===== src/verilog/stepper_pkg.sv =====
`default_nettype none
////////////////////////////////////////////////////////////////////////////////
// shared constants for the three-axis stepper profile generator
package stepper_pkg;

  // number of independent axes
  localparam int NUM_AXES = 3;
  // system clock rate
  localparam int CLK_HZ = 50_000_000;
  // internal step timebase, steps per second at divider one
  localparam int INT_STEP_HZ = 25_000;
  // on-board timebase ahead of the per-axis divider
  localparam int BOARD_STEP_HZ = 800_000;
  // standstill delay before chopping starts
  localparam int STILL_MS = 100;
  localparam int STILL_CYC = CLK_HZ / 1000 * STILL_MS;
  // chop unit: one 2.2 kHz period split into 48 units (16 on plus 32 off)
  localparam int CHOP_HZ = 2_200;
  localparam int CHOP_UNITS = 48;
  localparam int CHOP_UNIT_NS = 1_000_000_000 / (CHOP_HZ * CHOP_UNITS);
  localparam int CHOP_UNIT_CYC = CHOP_UNIT_NS * (CLK_HZ / 1_000_000) / 1000;

  ////////////////////////////////////////////////////////////////////////////////
  // register offsets within one axis block; axis in address bits 5:4
  localparam logic [3:0] OFS_CFG = 4'h0;
  localparam logic [3:0] OFS_SETUP = 4'h4;
  localparam logic [3:0] OFS_MOVE = 4'h8;
  localparam logic [3:0] OFS_STAT = 4'hC;
  localparam logic [31:0] REG_RST = 32'h0000_0000;

  // cfg fields
  localparam int CFG_SDIV = 0;
  localparam int CFG_RDIV = 8;
  localparam int CFG_RAMP = 16;
  localparam int CFG_HALF = 30;
  localparam int CFG_POL = 31;
  // setup fields
  localparam int SU_ON = 0;
  localparam int SU_OFF = 8;
  localparam int SU_XDIV = 16;
  localparam int SU_MOTOR = 24;
  localparam int SU_CSRC = 26;
  localparam int SU_CHOP = 28;
  localparam int SU_PDIR = 29;
  localparam int SU_AUX = 31;
  // move fields
  localparam int MV_DIR = 24;
  localparam int MV_RESET = 30;
  localparam int MV_STOP = 31;

  // motor codes
  localparam logic [1:0] MOTOR_3PH = 2'h1;
  localparam logic [1:0] MOTOR_4PH = 2'h2;
  // clock sources
  localparam logic [1:0] CSRC_INT = 2'h0;
  localparam logic [1:0] CSRC_BOARD = 2'h1;
  localparam logic [1:0] CSRC_EXT = 2'h2;

  // motion states
  typedef enum logic [1:0] {AX_IDLE, AX_ACCEL, AX_RUN, AX_DECEL} axis_state_t;

endpackage
`default_nettype wire


===== src/verilog/triple_axis_stepper_profile.sv =====
// Added by the designer: register access over APB and the register offsets.
`timescale 1ns/100ps
`default_nettype none
module triple_axis_stepper_profile
  import stepper_pkg::*;
#(
  parameter int STILL_CYCLES = STILL_CYC
)
(
  input wire logic pclk,
  input wire logic presetn,
  input wire logic psel,
  input wire logic penable,
  input wire logic pwrite,
  input wire logic [15:0] paddr,
  input wire logic [31:0] pwdata,
  output logic [31:0] prdata,
  output logic pready,
  output logic pslverr,
  input wire logic [9:0] base_switch,
  input wire logic ext_user_clk,
  output logic [14:0] phase_drive_outputs,
  output logic [2:0] step_pulse,
  output logic [2:0] port_a_dir,
  output logic [2:0] port_b_dir,
  output logic [2:0] aux_out
);

  ////////////////////////////////////////////////////////////////////////////////
  // per-axis state
  typedef struct packed {
    logic [7:0] sdiv; // start_rate_divider
    logic [7:0] rdiv; // run rate divider
    logic [13:0] ramp; // ramp step count
    logic half; // half step
    logic pol; // phase polarity
    logic [7:0] on_t; // chop on units
    logic [7:0] off_t; // chop off units
    logic [7:0] xdiv; // board prescale, divides by value plus one
    logic [1:0] motor; // motor code
    logic [1:0] csrc; // clock source
    logic chop_en; // standstill chopping
    logic [1:0] pdir; // port b, port a direction
    logic aux; // auxiliary level
    logic configured; // accepted config
    axis_state_t st; // motion state
    logic [23:0] remaining; // steps left
    logic [13:0] ramp_done; // ramp steps taken
    logic [15:0] acc; // ramp error accumulator
    logic [7:0] cur_div; // active divider
    logic [7:0] tcnt; // ticks in this step
    logic [7:0] xcnt; // board prescale count
    logic [3:0] pos; // sequence position
    logic dir; // step direction
    logic [22:0] still; // standstill timer
    logic [7:0] chop_cnt; // chop unit count
    logic chopping; // chopping active
    logic chop_on; // chop phase on
    logic [4:0] phase; // phase outputs
    logic step; // step pulse
  } axis_q_t;

  // whole module state
  typedef struct packed {
    axis_q_t [NUM_AXES-1:0] ax;
    logic [25:0] int_acc; // internal timebase accumulator
    logic [25:0] brd_acc; // board timebase accumulator
    logic [9:0] chop_pre; // chop unit prescaler
    logic ext_s1; // ext clock sync stage one
    logic ext_s2; // ext clock sync stage two
    logic ext_prev; // ext clock edge history
    logic [9:0] base_s1; // switch sync stage one
    logic [9:0] base_s2; // switch sync stage two
    logic pready; // access phase ready
    logic pslverr; // access error
    logic [31:0] prdata; // read data
  } state_t;

  state_t q;
  state_t d;

  ////////////////////////////////////////////////////////////////////////////////
  // fractional timebase step: {tick, new accumulator}
  function automatic logic [26:0] frac_step(input logic [25:0] acc, input int inc);
    logic [26:0] s;
    s = {1'b0, acc} + 27'(inc);
    if (s >= 27'(CLK_HZ))
      frac_step = {1'b1, 26'(s - 27'(CLK_HZ))};
    else
      frac_step = {1'b0, s[25:0]};
  endfunction

  // phases in use for a motor code
  function automatic logic [2:0] phase_count(input logic [1:0] motor);
    phase_count = 3'(motor) + 3'd2;
  endfunction

  // mask of driven phase outputs
  function automatic logic [4:0] phase_mask(input logic [1:0] motor);
    phase_mask = 5'(~(5'b11111 << phase_count(motor)));
  endfunction

  // energized phases for a sequence position
  function automatic logic [4:0] phase_pattern(input logic [3:0] pos, input logic [1:0] motor,
                                               input logic half);
    logic [2:0] idx;
    logic [2:0] nxt;
    idx = half ? pos[3:1] : pos[2:0];
    nxt = (idx + 3'd1 == phase_count(motor)) ? 3'd0 : idx + 3'd1;
    phase_pattern = 5'b00001 << idx;
    // odd half-step positions energize two neighbouring phases
    if (half && pos[0])
      phase_pattern = phase_pattern | (5'b00001 << nxt);
  endfunction

  // next sequence position with wrap in either direction
  function automatic logic [3:0] next_pos(input logic [3:0] pos, input logic dir,
                                          input logic [1:0] motor, input logic half);
    logic [3:0] last;
    last = half ? {phase_count(motor), 1'b0} - 4'd1 : {1'b0, phase_count(motor)} - 4'd1;
    if (dir)
      next_pos = (pos >= last) ? 4'd0 : pos + 4'd1;
    else
      next_pos = (pos == 4'd0 || pos > last) ? last : pos - 4'd1;
  endfunction

  ////////////////////////////////////////////////////////////////////////////////
  // shared ticks
  logic [26:0] int_nx;
  logic [26:0] brd_nx;
  logic ext_edge;
  logic chop_tick;
  logic addr_hit;
  logic wr_commit;
  logic [1:0] sel_axis;
  assign int_nx = frac_step(q.int_acc, INT_STEP_HZ);
  assign brd_nx = frac_step(q.brd_acc, BOARD_STEP_HZ);
  assign ext_edge = q.ext_s2 & ~q.ext_prev;
  assign chop_tick = (q.chop_pre == 10'(CHOP_UNIT_CYC - 1));
  // board window follows the base switches
  assign addr_hit = (paddr[15:6] == q.base_s2) && (paddr[5:4] != 2'd3);
  assign sel_axis = paddr[5:4];
  assign wr_commit = psel & penable & q.pready & pwrite & ~q.pslverr;

  ////////////////////////////////////////////////////////////////////////////////
  // next-state logic
  always_comb
  begin
    logic base_tick;
    logic btick;
    logic [16:0] acc_sum;
    logic [7:0] diff;
    logic [4:0] pat;
    base_tick = 1'b0;
    btick = 1'b0;
    acc_sum = 17'd0;
    diff = 8'd0;
    pat = 5'd0;
    d = q;
    d.int_acc = int_nx[25:0];
    d.brd_acc = brd_nx[25:0];
    d.chop_pre = chop_tick ? 10'd0 : q.chop_pre + 10'd1;
    // two-stage synchronisers
    d.ext_s1 = ext_user_clk;
    d.ext_s2 = q.ext_s1;
    d.ext_prev = q.ext_s2;
    d.base_s1 = base_switch;
    d.base_s2 = q.base_s1;

    // apb setup cycle prepares the answer
    d.pready = 1'b0;
    d.pslverr = 1'b0;
    d.prdata = REG_RST;
    if (psel && !penable)
    begin
      d.pready = 1'b1;
      // motion refused on an unconfigured axis
      if (!addr_hit || (pwrite && paddr[3:0] == OFS_MOVE && !q.ax[sel_axis].configured))
        d.pslverr = 1'b1;
      else if (!pwrite)
        case (paddr[3:0])
          OFS_CFG: d.prdata = {q.ax[sel_axis].pol, q.ax[sel_axis].half, q.ax[sel_axis].ramp,
                               q.ax[sel_axis].rdiv, q.ax[sel_axis].sdiv};
          OFS_SETUP: d.prdata = {q.ax[sel_axis].aux, q.ax[sel_axis].pdir,
                                 q.ax[sel_axis].chop_en, q.ax[sel_axis].csrc,
                                 q.ax[sel_axis].motor, q.ax[sel_axis].xdiv,
                                 q.ax[sel_axis].off_t, q.ax[sel_axis].on_t};
          OFS_STAT: d.prdata = {4'h0, q.ax[sel_axis].configured, q.ax[sel_axis].chopping,
                                2'(q.ax[sel_axis].st), q.ax[sel_axis].remaining};
          default: d.prdata = REG_RST;
        endcase
    end

    for (int i = 0; i < NUM_AXES; i++)
    begin
      d.ax[i].step = 1'b0;
      btick = 1'b0;
      if (brd_nx[26])
      begin
        if (q.ax[i].xcnt >= q.ax[i].xdiv)
        begin
          d.ax[i].xcnt = 8'd0;
          btick = 1'b1;
        end
        else
          d.ax[i].xcnt = q.ax[i].xcnt + 8'd1;
      end
      case (q.ax[i].csrc)
        CSRC_BOARD: base_tick = btick;
        CSRC_EXT: base_tick = ext_edge;
        default: base_tick = int_nx[26];
      endcase
      diff = (q.ax[i].sdiv > q.ax[i].rdiv) ? q.ax[i].sdiv - q.ax[i].rdiv : 8'd0;
      acc_sum = 17'(q.ax[i].acc) + 17'(diff);

      // one step per active divider period
      if (q.ax[i].st != AX_IDLE && base_tick)
      begin
        if (9'(q.ax[i].tcnt) + 9'd1 >= 9'(q.ax[i].cur_div))
        begin
          d.ax[i].tcnt = 8'd0;
          d.ax[i].step = 1'b1;
          d.ax[i].pos = next_pos(q.ax[i].pos, q.ax[i].dir, q.ax[i].motor, q.ax[i].half);
          d.ax[i].remaining = q.ax[i].remaining - 24'd1;
          // trapezoid, decel length mirrors accel length
          case (q.ax[i].st)
            AX_ACCEL:
            begin
              d.ax[i].ramp_done = q.ax[i].ramp_done + 14'd1;
              // divider walks down spread over the ramp
              if (acc_sum >= 17'(q.ax[i].ramp))
              begin
                d.ax[i].acc = 16'(acc_sum - 17'(q.ax[i].ramp));
                if (q.ax[i].cur_div > q.ax[i].rdiv)
                  d.ax[i].cur_div = q.ax[i].cur_div - 8'd1;
              end
              else
                d.ax[i].acc = acc_sum[15:0];
              if (q.ax[i].remaining - 24'd1 <= 24'(q.ax[i].ramp_done) + 24'd1)
              begin
                d.ax[i].st = AX_DECEL;
                d.ax[i].acc = 16'd0;
              end
              else if (q.ax[i].ramp_done + 14'd1 >= q.ax[i].ramp)
              begin
                d.ax[i].st = AX_RUN;
                d.ax[i].cur_div = q.ax[i].rdiv;
                d.ax[i].acc = 16'd0;
              end
            end
            AX_RUN:
              if (q.ax[i].remaining - 24'd1 <= 24'(q.ax[i].ramp_done))
                d.ax[i].st = AX_DECEL;
            AX_DECEL:
            begin
              if (q.ax[i].ramp_done != 14'd0)
                d.ax[i].ramp_done = q.ax[i].ramp_done - 14'd1;
              if (acc_sum >= 17'(q.ax[i].ramp))
              begin
                d.ax[i].acc = 16'(acc_sum - 17'(q.ax[i].ramp));
                if (q.ax[i].cur_div < q.ax[i].sdiv)
                  d.ax[i].cur_div = q.ax[i].cur_div + 8'd1;
              end
              else
                d.ax[i].acc = acc_sum[15:0];
            end
            default: d.ax[i].st = AX_IDLE;
          endcase
          if (q.ax[i].remaining <= 24'd1)
            d.ax[i].st = AX_IDLE;
        end
        else
          d.ax[i].tcnt = q.ax[i].tcnt + 8'd1;
      end

      if (q.ax[i].st != AX_IDLE || !q.ax[i].chop_en)
      begin
        d.ax[i].still = 23'd0;
        d.ax[i].chopping = 1'b0;
        d.ax[i].chop_on = 1'b0;
      end
      else if (!q.ax[i].chopping)
      begin
        if (q.ax[i].still >= 23'(STILL_CYCLES - 1))
        begin
          d.ax[i].chopping = 1'b1;
          d.ax[i].chop_on = 1'b1;
          d.ax[i].chop_cnt = 8'd0;
        end
        else
          d.ax[i].still = q.ax[i].still + 23'd1;
      end
      else if (chop_tick)
      begin
        // on and off times in chop units
        if (9'(q.ax[i].chop_cnt) + 9'd1 >= 9'(q.ax[i].chop_on ? q.ax[i].on_t : q.ax[i].off_t))
        begin
          d.ax[i].chop_cnt = 8'd0;
          d.ax[i].chop_on = ~q.ax[i].chop_on;
        end
        else
          d.ax[i].chop_cnt = q.ax[i].chop_cnt + 8'd1;
      end

      // writes land only in the addressed axis
      if (wr_commit && sel_axis == 2'(i))
        case (paddr[3:0])
          OFS_CFG:
          begin
            d.ax[i].sdiv = pwdata[CFG_SDIV +: 8];
            d.ax[i].rdiv = pwdata[CFG_RDIV +: 8];
            d.ax[i].ramp = pwdata[CFG_RAMP +: 14];
            d.ax[i].half = pwdata[CFG_HALF];
            d.ax[i].pol = pwdata[CFG_POL];
            d.ax[i].configured = 1'b1;
          end
          OFS_SETUP:
          begin
            d.ax[i].on_t = pwdata[SU_ON +: 8];
            d.ax[i].off_t = pwdata[SU_OFF +: 8];
            d.ax[i].xdiv = pwdata[SU_XDIV +: 8];
            d.ax[i].motor = pwdata[SU_MOTOR +: 2];
            d.ax[i].csrc = pwdata[SU_CSRC +: 2];
            d.ax[i].chop_en = pwdata[SU_CHOP];
            d.ax[i].pdir = pwdata[SU_PDIR +: 2];
            d.ax[i].aux = pwdata[SU_AUX];
          end
          OFS_MOVE:
            if (pwdata[MV_RESET])
              d.ax[i] = '0;
            else if (pwdata[MV_STOP])
              d.ax[i].st = AX_IDLE;
            else if (q.ax[i].st == AX_IDLE && pwdata[23:0] != 24'd0)
            begin
              // move starts at the start divider
              d.ax[i].st = AX_ACCEL;
              d.ax[i].cur_div = q.ax[i].sdiv;
              d.ax[i].remaining = pwdata[23:0];
              d.ax[i].dir = pwdata[MV_DIR];
              d.ax[i].ramp_done = 14'd0;
              d.ax[i].acc = 16'd0;
              d.ax[i].tcnt = 8'd0;
            end
          default: d.ax[i].step = d.ax[i].step;
        endcase

      pat = phase_pattern(d.ax[i].pos, d.ax[i].motor, d.ax[i].half) & phase_mask(d.ax[i].motor);
      if (d.ax[i].chopping && !d.ax[i].chop_on)
        pat = 5'd0;
      d.ax[i].phase = d.ax[i].pol ? pat : ~pat;
    end
  end

  ////////////////////////////////////////////////////////////////////////////////
  // state register
  always_ff @(posedge pclk or negedge presetn)
  begin
    if (!presetn)
      q <= '0;
    else
      q <= d;
  end

  // outputs straight from state
  assign prdata = q.prdata;
  assign pready = q.pready;
  assign pslverr = q.pslverr;
  genvar g;
  for (g = 0; g < NUM_AXES; g++)
  begin : g_out
    assign phase_drive_outputs[g*5 +: 5] = q.ax[g].phase;
    assign step_pulse[g] = q.ax[g].step;
    assign port_a_dir[g] = q.ax[g].pdir[0];
    assign port_b_dir[g] = q.ax[g].pdir[1];
    assign aux_out[g] = q.ax[g].aux;
  end

  for (g = 0; g < NUM_AXES; g++)
  begin : g_chk

  end
endmodule
`default_nettype wire

===== config.mk =====
export PLATFORM = sky130hd
export DESIGN_NAME = triple_axis_stepper_profile
export DESIGN_NICKNAME = d
export VERILOG_FILES = /design/src/verilog/stepper_pkg.sv /design/src/verilog/triple_axis_stepper_profile.sv
export SDC_FILE = /design/constraint.sdc
export NUM_CORES = 2
export LEC_CHECK = 0
export ABC_AREA = 1
export BUFFER_PORTS_ARGS = -buffer_cell sky130_fd_sc_hd__buf_2
export CAP_MARGIN = 25
export CELL_PAD_IN_SITES_DETAIL_PLACEMENT = 1
export CELL_PAD_IN_SITES_GLOBAL_PLACEMENT = 2
export CORE_AREA = 2 2 371 373
export CTS_CLUSTER_DIAMETER = 60
export DETAILED_ROUTE_END_ITERATION = 6
export DIE_AREA = 0 0 373 375
export GPL_TIMING_DRIVEN = 0
export PLACE_DENSITY_LB_ADDON = 0.1
export SLEW_MARGIN = 20
export SYNTH_ARGS = -nofsm -noshare
export SYNTH_HDL_FRONTEND = slang
export SYNTH_SLANG_ARGS = --single-unit

===== constraint.sdc =====
create_clock -name pclk -period 7.85 [get_ports pclk]
set_input_delay 1.57 -clock pclk [delete_from_list [all_inputs] [get_ports pclk]]
set_output_delay 1.57 -clock pclk [all_outputs]
set_load 0.005 [all_outputs]

==> metrics.md <==
| Metric | Value |
|---|---|
| Outcome | completed |
| Gr busiest metal | met2 |
| Unrepaired setup endpoints after global routing | no |
| Final nets | 7808 |
| Fraction of registers with async set/reset | 100% |
| Die area | 140000 um^2 |
| Worst skew pair latency | between 0.7 and 0.8 ns |
| Sequential power share | 28.7% |
| Mapped Cells | ~7100 |
| Combinational power share | 37.1% |
| Mapped Nets | 7564 |
| Area Overhead vs Synth | 13.6% |
| Clock Pin Slew Worst Setup and Hold Paths | 0.06 ns |
| Worst vdd ir | 0.232 mV |
| Synth Area in Simple Gates | 22.5% |
| Fill count | between 15000 and 20000 |
| CTS buffer count | between 100 and 150 |
| DR DRC count | 0 |
| Area of the mapped netlist | 51400 um^2 |
| Total global routing overflow | 0 |
| Slowest stage cell on the critical path | dfrtp_1 |
| Data arrival, critical path | 7.75 ns |
| Total number of vias | 51700 |
| Met3 Use GR | around 7.5% |
| Antenna-violating nets left | 0 |
| CTS root buf | clkbuf_16 |
| Via/cell ratio | 5.61 |
| Power density cells | 260 nW/um^2 |
| Port Buf Inserts | 124 |
| CTS tree | yes |
| Period Utilization, post-route | between 90% and 100% |
| First-pass GRT wire length | 336 mm |
| CP max FO | 8 |
| Final Hold Vio Count | 0 |
| CP startpoint kind | flop |
| Number of distinct library cells after synthesis | 75 |
| Top delay family on crit path | simple AND/OR/NAND/NOR gates |
| GR Util met1 | 44.1% |
| Die height | 375 um |
| Critical path class | reg2reg |
| Synth warnings | 0 |
| Top_reg_cell synth | dfrtp_1 |
| Flip-flop and latch count after synthesis | 676 |
| Routability Congestion | 0.997 |
| Leak Pwr | 28.1 nW |
| Avg Cell Area, Syn | 7.27 um^2 |
| Critical Path Most Common Cell | nor2_1 |
| Crit path depth | 45 |
| Clock sink count | 676 |
| Routed length per placed instance | 24.3 um |
| P_sw | about 6.2 mW |
| Layout cell share with drive strength beyond 1 | roughly 7.5% |
| HPWL Detailed | ~180 mm |
| H-Tree Depth | 3 |
| Largest net degree at the start of global routing | 90 |
| # IOs | 125 |
| Post-synthesis xor/xnor area fraction | 5.19% |
| Final setup viols | 0 |
| CP bufs+invs | 6 |
| Relative slew slack | 21.2% |
| Fin util | 42.8% |
| Multi-input logic area | between 20000 and 30000 um^2 |
| Complex-gate fraction of the synthesized area | between 15 and 20% |
| Top cell type's share of synthesized area | 32.9% |
| Hold_buf cts | 0 |
| FMAX | 140 MHz |
| Row count | 136 |
| Antenna violations before repair | 10 |
| Synth area leader | dfrtp_1 |
| Max-slew violations | 0 |
| Internal | 9.01 mW |
| Largest family of logic cells by synthesized area | simple AND/OR/NAND/NOR gates |
| Post-synth top cells | nand2_1, inv_1, nor2_1 |
| Met2 GRT Util | between 40 and 50% |
| Worst r2r path cells | 45 |
| Reg2Reg Setup Slack | 0.72 ns |
| Core Area | 136000 um^2 |
| Register area share after synthesis | about a third |
| Max Root-Sink Buffers | 3 |
| Number of flops mapped to enable cells by yosys | 0 |
| Clock power share | 34.2% |
| Clk_skew | 0.0391 ns |
| Vias in the first global route | ~53000 |
| CP Capture Type | flop |
| Total Wirelength | roughly 220 mm |
| Critical Path RT | ~8.5 ns |
| Setup TNS | 0 ns |
| Drt pass-1 iters | 5 |
| Register area | about 17000 um^2 |
| GRT Util Overall | 31.6% |
| Most frequent cell after synthesis | nand2_1 |
| Multiplexer area fraction after synthesis | 0.312% |
| Max Cap Viol | 0 |
| Synth area leaders | dfrtp_1, ha_1, nand2_1 |
| Crit path largest cell delay | between 0.4 and 0.5 ns |
| Crit path time final | 7.13 ns |
| Starting Density | 37.7% |
| Switching portion of total power | 40.7% |
| Hold WC Path Type | reg2reg |
| Initial DRC count | 4308 |
| Die W | 373 um |
| Post-CTS Setup Bufs | 0 |
| Worst slew pin tran | 1.18 ns |
| Hold Crit Depth | 0 |
| Adder-cell share of the synthesized area | 10.5% |
==> registers in the layout, summed over array words and instances, names as in the netlist <==
name	flops
q	603
aux_out	3
pslverr	1
prdata	32
step_pulse	3
port_a_dir	3
pready	1
phase_drive_outputs	15
d	12
port_b_dir	3
==> cell families after synthesis <==
kind of cell,count (synthesis)
adder cells (fa/ha/maj),427
multiplexers,15
XOR/XNOR,303
buffers and inverters,1311
AND/OR/NAND/NOR,2708
AO/OA/AOI/OAI,1633
flip-flops,676
==> placed cells by master, fill, tap and decap left out, types with 29 or more instances in the layout <==
master / n
nand2_1: 1301
inv_1: 1009
nor2_1: 709
dfrtp_1: 676
o21ai_0: 627
a21oi_1: 459
ha_1: 418
nand3_1: 316
xor2_1: 262
clkbuf_1: 168
buf_2: 145
nor3_1: 141
o22ai_1: 116
clkbuf_16: 107
nand4_1: 100
buf_4: 67
o211ai_1: 58
a31oi_1: 49
a211oi_1: 42
xnor2_1: 39
o21ai_1: 39
o221ai_1: 38
nor4_1: 33
a221oi_1: 33
inv_2: 29
a22oi_1: 29
==> area by class of cell <==
| class | instances | share of cell area, % |
|---|---|---|
| clock inverters | 69 | 1.68 |
| flip-flops and latches | 676 | 29.0 |
| inverters | 1051 | 6.76 |
| diodes | 4 | 0.0171 |
| well taps | 1794 | 3.84 |
| plain buffers | 260 | 2.19 |
| multi-input cells | 5086 | 50.2 |
| clock buffers | 125 | 4.84 |
| repair buffers | 137 | 1.55 |
==> timing repair <==
| item | in CTS | in global routing |
|---|---|---|
| endpoints found under the setup margin | 0 | 4 |
| resized for setup | 0 | 1 |
| hold endpoints to repair | 0 | 0 |
==> routing by layer <==
metal | up-vias | routed length, um
met4 | 2 | 8250
met2 | 1656 | 94900
met5 | - | 15
li1 | 24100 | -
met1 | 25500 | 103000
met3 | 393 | 17800
==> metrics by stage <==
stage | hold WS [ns] | instances | worst slack [ns] | total power, mW | cell area, um^2
2_1_floorplan | 0.331 | 7073 | 2.27 | 8.11 | 51400
3_3_place_gp | 0.334 | 8991 | -10.71 | 9.75 | 54300
3_5_place_dp | 0.336 | 9003 | 0.814 | 9.92 | 54600
4_1_cts | 0.349 | 9197 | 0.782 | 15.2 | 58400
5_1_grt | 0.355 | 9198 | 0.00532 | 16.2 | 58400
6_report | 0.348 | 9202 | 0.719 | 15.2 | 58400
==> power groups by stage <==
stage | clock, mW | sequential [mW] | combinational, mW
2_1_floorplan | 0 | 4.23 | 3.88
6_report | 5.20 | 4.36 | 5.63
4_1_cts | 5.28 | 4.34 | 5.57
3_5_place_dp | 0 | 4.39 | 5.53
3_3_place_gp | 0 | 4.39 | 5.36
5_1_grt | 5.40 | 4.41 | 6.34
==> worst paths after layout <==
path                            startpoint     end
worst max-delay path                q[673]  q[560]
worst min-delay path                 d[36]   q[36]
worst max register to register      q[673]  q[560]
worst min register to register       d[36]   q[36]
max in group asynchronous          presetn  q[574]
min in group asynchronous          presetn  q[101]
No activity file was read; power rests on OpenSTA's default activity.
